File: config.mk
export PLATFORM = sky130hd
export DESIGN_NAME = crf_regfile
export DESIGN_NICKNAME = d
export VERILOG_FILES = /design/src/core/crf_pkg.sv /design/src/core/crf_addr_if.sv /design/src/core/crf_addr_calc.sv /design/src/core/crf_regfile.sv
export VERILOG_INCLUDE_DIRS = /design/src /design/src/core
export SDC_FILE = /design/constraint.sdc
export NUM_CORES = 1
export LEC_CHECK = 0
export BUFFER_PORTS_ARGS = -buffer_cell sky130_fd_sc_hd__buf_4
export CORE_MARGIN = 2
export CORE_UTILIZATION = 23
export CTS_BUF_LIST = sky130_fd_sc_hd__clkbuf_4 sky130_fd_sc_hd__clkbuf_8 sky130_fd_sc_hd__clkbuf_16
export DETAILED_ROUTE_END_ITERATION = 12
export RECOVER_POWER = 50
export SLEW_MARGIN = 20
export SYNTH_ARGS = -nofsm -noshare
export SYNTH_HDL_FRONTEND = slang
export SYNTH_SLANG_ARGS = --single-unit
File: constraint.sdc
create_clock -name ref_clk -period 6.2 [get_ports ref_clk]
set_clock_uncertainty 0.15 [all_clocks]
set_input_delay 1.24 -clock ref_clk [delete_from_list [all_inputs] [get_ports ref_clk]]
set_output_delay 1.24 -clock ref_clk [all_outputs]
set_load 0.01 [all_outputs]
File: src/core/crf_defs.svh
// Constants for the CPU register file: reset values, vector addresses, flag positions.
`ifndef CRF_DEFS_SVH
`define CRF_DEFS_SVH

// =============================================================
// Reset values
`define CRF_H_RST        8'h00
`define CRF_SP_RST       16'h00ff
`define CRF_PC_RST       16'h0000
`define CRF_FLAGS_RST    8'h08

// =============================================================
// Reset vector locations, high byte first
`define CRF_VEC_HI_ADDR  16'hfffe
`define CRF_VEC_LO_ADDR  16'hffff

// =============================================================
// Condition flag layout, stack low reset byte and zero page
`define CRF_FLAGS_ONES   8'h60
`define CRF_I_BIT        3
`define CRF_SP_LOW_RST   8'hff
`define CRF_ZERO_PAGE    8'h00
`endif

File: src/core/crf_pkg.sv
// Types shared by the CPU register file and its address calculator.
`default_nettype none
package crf_pkg;
    // =============================================================
    // Program counter operations
    typedef enum logic [1:0] {
        CRF_PC_HOLD   = 2'h0,
        CRF_PC_INC    = 2'h1,
        CRF_PC_JUMP   = 2'h2,
        CRF_PC_BRANCH = 2'h3
    } crf_pc_op_t;

    // =============================================================
    // Stack pointer operations
    typedef enum logic [2:0] {
        CRF_SP_HOLD   = 3'h0,
        CRF_SP_PUSH   = 3'h1,
        CRF_SP_PULL   = 3'h2,
        CRF_SP_ADJ    = 3'h3,
        CRF_SP_LOWRST = 3'h4,
        CRF_SP_LOAD   = 3'h5
    } crf_sp_op_t;

    // =============================================================
    // Index pair operations
    typedef enum logic [2:0] {
        CRF_HX_HOLD     = 3'h0,
        CRF_HX_LOAD_LOW = 3'h1,
        CRF_HX_LOAD_HI  = 3'h2,
        CRF_HX_LOAD     = 3'h3,
        CRF_HX_INC      = 3'h4,
        CRF_HX_INC_LOW  = 3'h5,
        CRF_HX_DEC_LOW  = 3'h6
    } crf_hx_op_t;

    // =============================================================
    // Memory address source
    typedef enum logic [2:0] {
        CRF_AS_PC     = 3'h0,
        CRF_AS_INDEX  = 3'h1,
        CRF_AS_STACK  = 3'h2,
        CRF_AS_DIRECT = 3'h3,
        CRF_AS_EXT    = 3'h4
    } crf_addr_sel_t;

    // =============================================================
    // Reset vector fetch sequence, Gray coded
    typedef enum logic [1:0] {
        CRF_ST_VEC_HI = 2'b00,
        CRF_ST_VEC_LO = 2'b01,
        CRF_ST_RUN    = 2'b11
    } crf_state_t;

endpackage : crf_pkg
`default_nettype wire

File: src/core/crf_addr_if.sv
// Interface between the register file and its address calculator.
`timescale 1ns/1ps
`default_nettype none

interface crf_addr_if;
    logic [15:0] program_counter;
    logic [15:0] stack_pointer;
    logic [15:0] index_pair;
    logic [7:0]  branch_off;
    logic [7:0]  stack_imm;
    logic [7:0]  direct_off;
    logic [15:0] index_off;
    logic [15:0] branch_target;
    logic [15:0] stack_adjusted;
    logic [15:0] direct_addr;
    logic [15:0] indexed_addr;

    // Calculator side
    modport calc (
        input  program_counter, stack_pointer, index_pair,
        input  branch_off, stack_imm, direct_off, index_off,
        output branch_target, stack_adjusted, direct_addr, indexed_addr
    );

    // Register file side
    modport regs (
        output program_counter, stack_pointer, index_pair,
        output branch_off, stack_imm, direct_off, index_off,
        input  branch_target, stack_adjusted, direct_addr, indexed_addr
    );
endinterface : crf_addr_if

`default_nettype wire

File: src/core/crf_addr_calc.sv
// Address arithmetic for branches, stack adjust, direct and indexed modes.
`timescale 1ns/1ps
`default_nettype none

`include "crf_defs.svh"

module crf_addr_calc
    import crf_pkg::*;
(
    crf_addr_if.calc io
);

    // =============================================================
    // Sign extension of the 8-bit offsets
    wire [15:0] branch_sext = {{8{io.branch_off[7]}}, io.branch_off};
    wire [15:0] imm_sext    = {{8{io.stack_imm[7]}}, io.stack_imm};

    // =============================================================
    // Sums kept to 16 bits so every pointer wraps modulo 65536
    assign io.branch_target  = 16'(io.program_counter + branch_sext);
    assign io.stack_adjusted = 16'(io.stack_pointer + imm_sext);
    assign io.direct_addr    = {`CRF_ZERO_PAGE, io.direct_off};
    assign io.indexed_addr   = 16'(io.index_pair + io.index_off);

endmodule : crf_addr_calc

`default_nettype wire

File: src/core/crf_regfile.sv
// Programmer-visible register set of the 8-bit CPU core.
//
// Function
// - Accumulator is 8 bits, feeds arithmetic operand, unchanged by reset.
// - Index pair is high and low byte; indexed addressing uses all 16 bits.
// - Some instructions touch only the low index byte, leaving high byte alone.
// - Reset clears the high index byte to zero.
// - Reset leaves the low index byte unchanged.
// - Stack pointer is 16 bits and addresses the next free stack location.
// - Calls push the return address; interrupts also push the CPU registers.
// - Reset loads the stack pointer with 0x00FF.
// - Stack adjust adds a sign-extended 8-bit immediate to the stack pointer.
// - Stack low reset changes only the low stack pointer byte.
// - Program counter is 16 bits, addressing the next fetch.
// - Program counter advances by one after each instruction or operand fetch.
// - Jumps, branches, interrupts and returns load a non-sequential target.
// - Leaving reset, fetch the vector at top of memory, start there.
// - CPU registers are unmapped; one 64-Kbyte space of 16-bit addresses.
// - Direct addressing reaches only the lowest 256 locations.
// - Relative addressing applies a signed 8-bit offset to the program counter.
// - Condition flag bits 6 and 5 always read as ones.
// - Interrupt mask sets after registers are stacked, before service begins.
// - Branch offset sign-extends to 16 bits and adds to program counter.
`timescale 1ns/1ps
`default_nettype none

`include "crf_defs.svh"

module crf_regfile
    import crf_pkg::*;
(
    input  wire logic          ref_clk,
    input  wire logic          rst_n,
    // Program counter control
    input  wire crf_pc_op_t    pc_op,
    input  wire logic [15:0]   pc_load_addr,
    input  wire logic [7:0]    branch_off,
    // Stack pointer control
    input  wire crf_sp_op_t    sp_op,
    input  wire logic [7:0]    stack_adjust_immediate,
    input  wire logic [15:0]   sp_load_val,
    // Index pair control
    input  wire crf_hx_op_t    hx_op,
    input  wire logic [15:0]   hx_wdata,
    // Accumulator and flags
    input  wire logic          acc_we,
    input  wire logic [7:0]    acc_wdata,
    input  wire logic          flags_we,
    input  wire logic [7:0]    flags_wdata,
    input  wire logic          irq_stacked,
    // Address selection
    input  wire crf_addr_sel_t addr_sel,
    input  wire logic [7:0]    direct_off,
    input  wire logic [15:0]   index_off,
    input  wire logic [15:0]   ext_addr,
    // Memory read data for the vector fetch
    input  wire logic [7:0]    mem_rdata,
    input  wire logic          mem_rvalid,
    // Outputs
    output logic [15:0]        mem_addr,
    output logic               vec_rd,
    output logic               cpu_run,
    output logic [15:0]        branch_target,
    output logic [15:0]        indexed_addr,
    output logic [7:0]         accumulator,
    output logic [7:0]         arith_operand_a,
    output logic [15:0]        index_pair,
    output logic [15:0]        stack_pointer,
    output logic [15:0]        program_counter,
    output logic [7:0]         condition_flags
);

    // =============================================================
    // State and registers
    crf_state_t  state_q;
    crf_state_t  state_d;
    logic [7:0]  acc_q;
    logic [7:0]  acc_d;
    logic [7:0]  idx_hi_q;
    logic [7:0]  idx_hi_d;
    logic [7:0]  idx_lo_q;
    logic [7:0]  idx_lo_d;
    logic [15:0] sp_q;
    logic [15:0] sp_d;
    logic [15:0] pc_q;
    logic [15:0] pc_d;
    logic [7:0]  flags_q;
    logic [7:0]  flags_d;

    crf_addr_if addr_io ();

    // =============================================================
    // Address calculator hookup
    assign addr_io.program_counter = pc_q;
    assign addr_io.stack_pointer   = sp_q;
    assign addr_io.index_pair      = {idx_hi_q, idx_lo_q};
    assign addr_io.branch_off      = branch_off;
    assign addr_io.stack_imm       = stack_adjust_immediate;
    assign addr_io.direct_off      = direct_off;
    assign addr_io.index_off       = index_off;

    crf_addr_calc u_calc (
        .io (addr_io.calc)
    );

    // =============================================================
    // Decodes
    wire running   = (state_q == CRF_ST_RUN);
    wire fetch_hi  = (state_q == CRF_ST_VEC_HI) && mem_rvalid;
    wire fetch_lo  = (state_q == CRF_ST_VEC_LO) && mem_rvalid;
    wire [15:0] hx = {idx_hi_q, idx_lo_q};
    wire [15:0] hx_inc = 16'(hx + 16'h0001);
    wire [15:0] pc_inc = 16'(pc_q + 16'h0001);
    wire [15:0] sp_dec = 16'(sp_q - 16'h0001);
    wire [15:0] sp_inc = 16'(sp_q + 16'h0001);

    // =============================================================
    // Vector fetch sequencer: high byte then low byte, then run
    always_comb begin
        state_d = state_q;
        unique case (state_q)
            CRF_ST_VEC_HI: begin
                if (mem_rvalid) begin
                    state_d = CRF_ST_VEC_LO;
                end
            end
            CRF_ST_VEC_LO: begin
                if (mem_rvalid) begin
                    state_d = CRF_ST_RUN;
                end
            end
            CRF_ST_RUN: begin
                state_d = CRF_ST_RUN;
            end
            default: begin
                state_d = CRF_ST_VEC_HI;                     // Illegal code recovers
            end
        endcase
    end

    always_ff @(posedge ref_clk) begin
        if (!rst_n) begin
            state_q <= CRF_ST_VEC_HI;
        end else begin
            state_q <= state_d;
        end
    end

    // =============================================================
    // Accumulator: no reset term at all, so its contents survive reset
    assign acc_d = (running && acc_we) ? acc_wdata : acc_q;

    always_ff @(posedge ref_clk) begin
        acc_q <= acc_d;
    end

    // =============================================================
    // Index pair; low-byte operations leave the high byte alone
    always_comb begin
        idx_hi_d = idx_hi_q;
        idx_lo_d = idx_lo_q;
        if (running) begin
            unique case (hx_op)
                CRF_HX_HOLD: begin
                    idx_hi_d = idx_hi_q;
                end
                CRF_HX_LOAD_LOW: begin
                    idx_lo_d = hx_wdata[7:0];
                end
                CRF_HX_LOAD_HI: begin
                    idx_hi_d = hx_wdata[15:8];
                end
                CRF_HX_LOAD: begin
                    idx_hi_d = hx_wdata[15:8];
                    idx_lo_d = hx_wdata[7:0];
                end
                CRF_HX_INC: begin
                    idx_hi_d = hx_inc[15:8];
                    idx_lo_d = hx_inc[7:0];
                end
                CRF_HX_INC_LOW: begin
                    idx_lo_d = 8'(idx_lo_q + 8'h01);
                end
                CRF_HX_DEC_LOW: begin
                    idx_lo_d = 8'(idx_lo_q - 8'h01);
                end
                default: begin
                    idx_hi_d = idx_hi_q;                     // Unused code holds
                end
            endcase
        end
    end

    // High byte clears on reset; low byte has no reset path
    always_ff @(posedge ref_clk) begin
        if (!rst_n) begin
            idx_hi_q <= `CRF_H_RST;
        end else begin
            idx_hi_q <= idx_hi_d;
        end
    end

    always_ff @(posedge ref_clk) begin
        idx_lo_q <= (!rst_n) ? idx_lo_q : idx_lo_d;
    end

    // =============================================================
    // Stack pointer: points at next free slot, so push decrements after write
    always_comb begin
        sp_d = sp_q;
        if (running) begin
            unique case (sp_op)
                CRF_SP_HOLD: begin
                    sp_d = sp_q;
                end
                CRF_SP_PUSH: begin
                    sp_d = sp_dec;
                end
                CRF_SP_PULL: begin
                    sp_d = sp_inc;
                end
                CRF_SP_ADJ: begin
                    sp_d = addr_io.stack_adjusted;
                end
                CRF_SP_LOWRST: begin
                    sp_d = {sp_q[15:8], `CRF_SP_LOW_RST};
                end
                CRF_SP_LOAD: begin
                    sp_d = sp_load_val;
                end
                default: begin
                    sp_d = sp_q;                             // Unused codes hold
                end
            endcase
        end
    end

    always_ff @(posedge ref_clk) begin
        if (!rst_n) begin
            sp_q <= `CRF_SP_RST;
        end else begin
            sp_q <= sp_d;
        end
    end

    // =============================================================
    // Program counter: vector load first, then sequential or change of flow
    always_comb begin
        pc_d = pc_q;
        if (fetch_hi) begin
            pc_d = {mem_rdata, pc_q[7:0]};
        end else if (fetch_lo) begin
            pc_d = {pc_q[15:8], mem_rdata};
        end else if (running) begin
            unique case (pc_op)
                CRF_PC_HOLD: begin
                    pc_d = pc_q;
                end
                CRF_PC_INC: begin
                    pc_d = pc_inc;
                end
                CRF_PC_JUMP: begin
                    pc_d = pc_load_addr;
                end
                CRF_PC_BRANCH: begin
                    pc_d = addr_io.branch_target;
                end
            endcase
        end
    end

    always_ff @(posedge ref_clk) begin
        if (!rst_n) begin
            pc_q <= `CRF_PC_RST;
        end else begin
            pc_q <= pc_d;
        end
    end

    // =============================================================
    // Condition flags; the stacked event sets the mask and wins over a write
    always_comb begin
        flags_d = flags_q;
        if (running && flags_we) begin
            flags_d = flags_wdata;
        end
        if (running && irq_stacked) begin
            flags_d[`CRF_I_BIT] = 1'b1;
        end
        flags_d = flags_d | `CRF_FLAGS_ONES;
    end

    always_ff @(posedge ref_clk) begin
        if (!rst_n) begin
            flags_q <= `CRF_FLAGS_RST | `CRF_FLAGS_ONES;
        end else begin
            flags_q <= flags_d;
        end
    end

    // =============================================================
    // Memory address select; registers themselves are never mapped as locations
    always_comb begin
        mem_addr = pc_q;
        unique case (state_q)
            CRF_ST_VEC_HI: begin
                mem_addr = `CRF_VEC_HI_ADDR;
            end
            CRF_ST_VEC_LO: begin
                mem_addr = `CRF_VEC_LO_ADDR;
            end
            CRF_ST_RUN: begin
                unique case (addr_sel)
                    CRF_AS_PC: begin
                        mem_addr = pc_q;
                    end
                    CRF_AS_INDEX: begin
                        mem_addr = addr_io.indexed_addr;
                    end
                    CRF_AS_STACK: begin
                        mem_addr = sp_q;
                    end
                    CRF_AS_DIRECT: begin
                        mem_addr = addr_io.direct_addr;
                    end
                    CRF_AS_EXT: begin
                        mem_addr = ext_addr;
                    end
                    default: begin
                        mem_addr = pc_q;
                    end
                endcase
            end
            default: begin
                mem_addr = `CRF_VEC_HI_ADDR;
            end
        endcase
    end

    // =============================================================
    // Outputs
    assign vec_rd          = !running;
    assign cpu_run         = running;
    assign branch_target   = addr_io.branch_target;
    assign indexed_addr    = addr_io.indexed_addr;
    assign accumulator     = acc_q;
    assign arith_operand_a = acc_q;
    assign index_pair      = hx;
    assign stack_pointer   = sp_q;
    assign program_counter = pc_q;
    assign condition_flags = flags_q | `CRF_FLAGS_ONES;

endmodule : crf_regfile

`default_nettype wire
* After elaboration in Yosys (flattened, before gate mapping)
Index checks and enable logic that the tools add are counted.
Storage, ports and cells: logic and storage cells 83, bits in registers 64, input port bits 145, output and inout port bits 122
Cells by class: bitwise gates (word level) 3, equal/unequal tests 25, multiplexer cells 12, reductions and logical operators 24, add/sub/neg operators 9
Operator list (count):
- case mux 16 bit (5 select lines) | 1
- case mux 16 bit (4 select lines) | 1
- adder 16 x 1 -> 16 bit, second input constant | 3
- adder 16 bit | 3
- two-way mux 16 bit | 3
- case mux 16 bit (3 select lines) | 1
- case mux 16 bit (2 select lines) | 1
- case mux 8 bit (4 select lines) | 1
- equality test 3 x 2 -> 1 bit, second input constant | 6
- equality test 3 bit, second input constant | 6
- case mux 8 bit (2 select lines) | 1
- subtractor 16 x 1 -> 16 bit, second input constant | 1
- AND reduction 3 bit | 4
- inequality test 2 bit, second input constant | 5
- equality test 3 x 1 -> 1 bit, second input constant | 3
- adder 8 x 1 -> 8 bit, second input constant | 1
- nonzero test 4 bit | 2
- subtractor 8 x 1 -> 8 bit, second input constant | 1
- equality test 2 bit, second input constant | 3
- case mux 2 bit (3 select lines) | 1
- AND reduction 2 bit | 3
- nonzero test 2 bit | 3
- OR reduction 2 bit | 3
- logical AND 1 bit | 5
- other kinds (6) | 11

* Logic depth before layout (Yosys ltp)
word-level depth 5, gate-level depth with buffers 11, gate-level depth less buffers 10

* By module
From an unflattened synthesis, not the netlist that was laid out.
Unflattened totals: cells, all modules 1056, area total of the unflattened synthesis 8110.3 sq um
By module, submodules not included:
- crf_regfile | times used 1, cells an instance 747, area an instance 5839.4 sq um
- crf_addr_calc | times used 1, cells an instance 309, area an instance 2270.9 sq um

* Worst setup path before layout
Ideal clock, no wire load.
path kind in2out, from input port branch_off[0], to output port branch_target[14], data arrival time 3.160 ns, stages 8, buffers on the path 0, setup slack 1.650 ns, path through ha_1 fa_1 a211oi_1 o21ai_0 a41oi_1 or2_2 nand2_1 xor2_1
Between the ends: word-level cells in the longest chain between the ends 1
Ends and longest elaborated chain:
- from (decl) | line crf_regfile.sv:37 | input wire logic [7:0] branch_off,
- adder 16 bit | line crf_addr_calc.sv:20 | assign io.branch_target = 16'(io.program_counter + branch_sext);
- to (decl) | line crf_regfile.sv:63 | output logic [15:0] branch_target,
Every way passes these cells.

* Worst setup path in the final report
Same ends and word-level chain as after synthesis.

==> results.md <==
* First-pass GRT wire length at 45500 microns
* Worst reg2reg path depth at 9
* CP startpoint: branch_off[0]
* Element type at the critical path end: output port
* CTS resizes at 0
* Vias/cell at 5.26
* TritonCTS clock tree: done
* Fin area at 0.00945 sq mm
* CP arrival at 3.77 ns
* Kind of critical path: in -> out
* R2r setup slk at 3.11 ns
* Number of global-route vias before repair at 7826
* Avg Cell Area, Syn at 7.52 sq um
* Area contributors post-synth: dfxtp_1 13%, ha_1 9.3%, edfxtp_1 6.7%, a21oi_1 6.1%, o21ai_0 5.2%
* Reg2reg start: state_q[1]
* Vias at 8297
* Num rows at 64
* Dpl hpwl at 24300 microns
* Placed Cells incl. Taps at 1555
* Cell Count, Final, Fillers Out at 1576
* Pin count of the biggest net entering global routing at 36
* Power per cell area at 168 mW/mm^2
* Ys async rst share at 0
* Post-layout util at 0.309
* Wire per inst at 19.2 microns
* Root buffer cell: clkbuf_16
* Share of cells above drive strength 1 at 0.201
* Post-synth EDFFs at 16
* Dpl ws at 1.02 ns
* Detailed Route Iter0 Violations at 531
* Period utilization at 0.832
* Clk sinks at 64
* Post-Place Cell Area at 0.00938 sq mm
* CP max FO at 4
* YS warnings at 0
* Pleak at 3.93 nW
* Hold Crit Class: reg -> reg
* GRT Total Usage at 0.178
* Routed Antenna Nets at 0
* Initial antenna violation count at 5
* Synth unique cells at 77
* Post-synthesis sequential area ratio at 0.202
* Worst setup margin at 1.04 ns
* Slew @ Worst Pin at 1.88 ns
* Routability cong. at 0.922
* Status: complete, but fails checks
* RSZ-0062 raised after global routing: false
* Crit path capture: branch_target[14]
* Setup violations, final at 0
* Starting Density at 0.234
* Final total power at 1.59 mW
* Fin crit period at 5.16 ns
* Critical R2R Capture: stack_pointer[15]
* Register bit count reported by yosys at 64
* Final WL at 30200 microns
* Residual DRC at 0
* Final TNS setup at 0 ns
* Final net count at 1372
* WP data required at 4.81 ns
* F_max at 194 MHz
* Relative slew margins at -0.251
* Yosys top cell area share at 0.134
* Startpoint Class: primary input
* Gr ovfl total at 0
* Area growth from synthesis to layout at 32.2%
* Top FF cell, synth: dfxtp_1
* Die height at 180 microns
* Slew Limit Fails at 36
* Postcts setup bufs at 0
* Most frequent cells after synthesis: 87 x a21oi_1, 86 x nand2_1, 74 x o21ai_0
* Post-synth top area cell: dfxtp_1
* Hold buffers post-CTS at 0
* # IOs at 267
* Port Buf Inserts at 262
* Most common cell in the netlist: a21oi_1
* H-tree depth at 3
* Mapped Cells at 951
* Die footprint at 0.0325 sq mm
* Hold slack final at 0.306 ns
* Synthesized area at 0.00715 sq mm
* Worst-Skew Late Latency at 0.35 ns
* Hold Fails Final Rpt at 0
* CTS buffer count at 9
* Chip Width at 180 microns
* Deepest clock path buffer count at 2
* Failing checks: max-capacitance violations, max-slew violations
* Core Box Area at 0.0306 sq mm
* Drt pass-1 iters at 5
* Reg clk slew, reported paths at 0.07 ns
* VDD IR-drop max at 0.000111 V
* Max-Cap Viols at 1
## worst max-delay path: stages
cell      delay [ns]
buf_4           0.11
ha_1            0.24
fa_1            0.45
a211oi_1        0.46
o21ai_0         0.25
a41oi_1         0.44
or2_2           0.20
nand2_1         0.05
xor2_1          0.18
buf_4           0.15
## cell type report
cell class / instances / area (sq um)
diodes: 5 / 12.5
clock buffers: 9 / 225
clock inverters: 7 / 103
fillers: 3363 / 21100
inverters: 27 / 101
multi-input cells: 801 / 5340
flip-flops and latches: 64 / 1440
well taps: 396 / 495
repair buffers: 267 / 1730
## cell families (layout without fill, tap and decap cells)
family | after synthesis | after routing | share of synthesized area
other cells | 1 | 7 | 0.000524
buf+inv | 87 | 310 | 0.0525
simple gates | 316 | 316 | 0.219
xor+xnor | 51 | 51 | 0.0625
mux | 33 | 33 | 0.0474
fa+ha+maj | 57 | 57 | 0.104
flops | 64 | 64 | 0.202
compound gates | 342 | 342 | 0.312
## worst min-delay path by stage
stage               startpoint  depth (start not counted)    endpoint  slack (ns)
floorplan           flags_q[0]                          2  flags_q[0]        0.33
global placement    flags_q[1]                          2  flags_q[1]        0.29
detailed placement  flags_q[2]                          2  flags_q[2]        0.30
CTS                 flags_q[2]                          2  flags_q[2]        0.31
global route        flags_q[4]                          2  flags_q[4]        0.33
finish              flags_q[7]                          2  flags_q[7]        0.31
## layout by cell type, fill, tap and decap left out, drive strengths merged, types with 28 or more instances in the layout
cell type	synthesis	routed
inv	25	28
nor2	72	72
nand2	86	86
o21ai	78	78
dfxtp	48	48
buf	23	186
clkbuf	37	90
nand3	33	33
ha	53	53
a21oi	87	87
## registers in the layout, summed over array words and instances, names as in the netlist
name,count
program_counter,16
stack_pointer,16
accumulator,8
idx_hi_q,8
idx_lo_q,8
flags_q,6
state_q,2
## where the power goes
group          leakage [nW]  internal (mW)  switching (mW)
combinational          3.23          0.241           0.289
clock                 0.157          0.358           0.227
sequential            0.534          0.440          0.0340
## metal layers
layer	track usage	wire length, microns	part of all wire
met1	0.241	13700	0.45
met2	0.287	14000	0.46
met3	0.0338	2000	0.066
met4	0.0506	526	0.017
met5	0	0	0
Note: power is estimated with default switching activity, not from simulation.
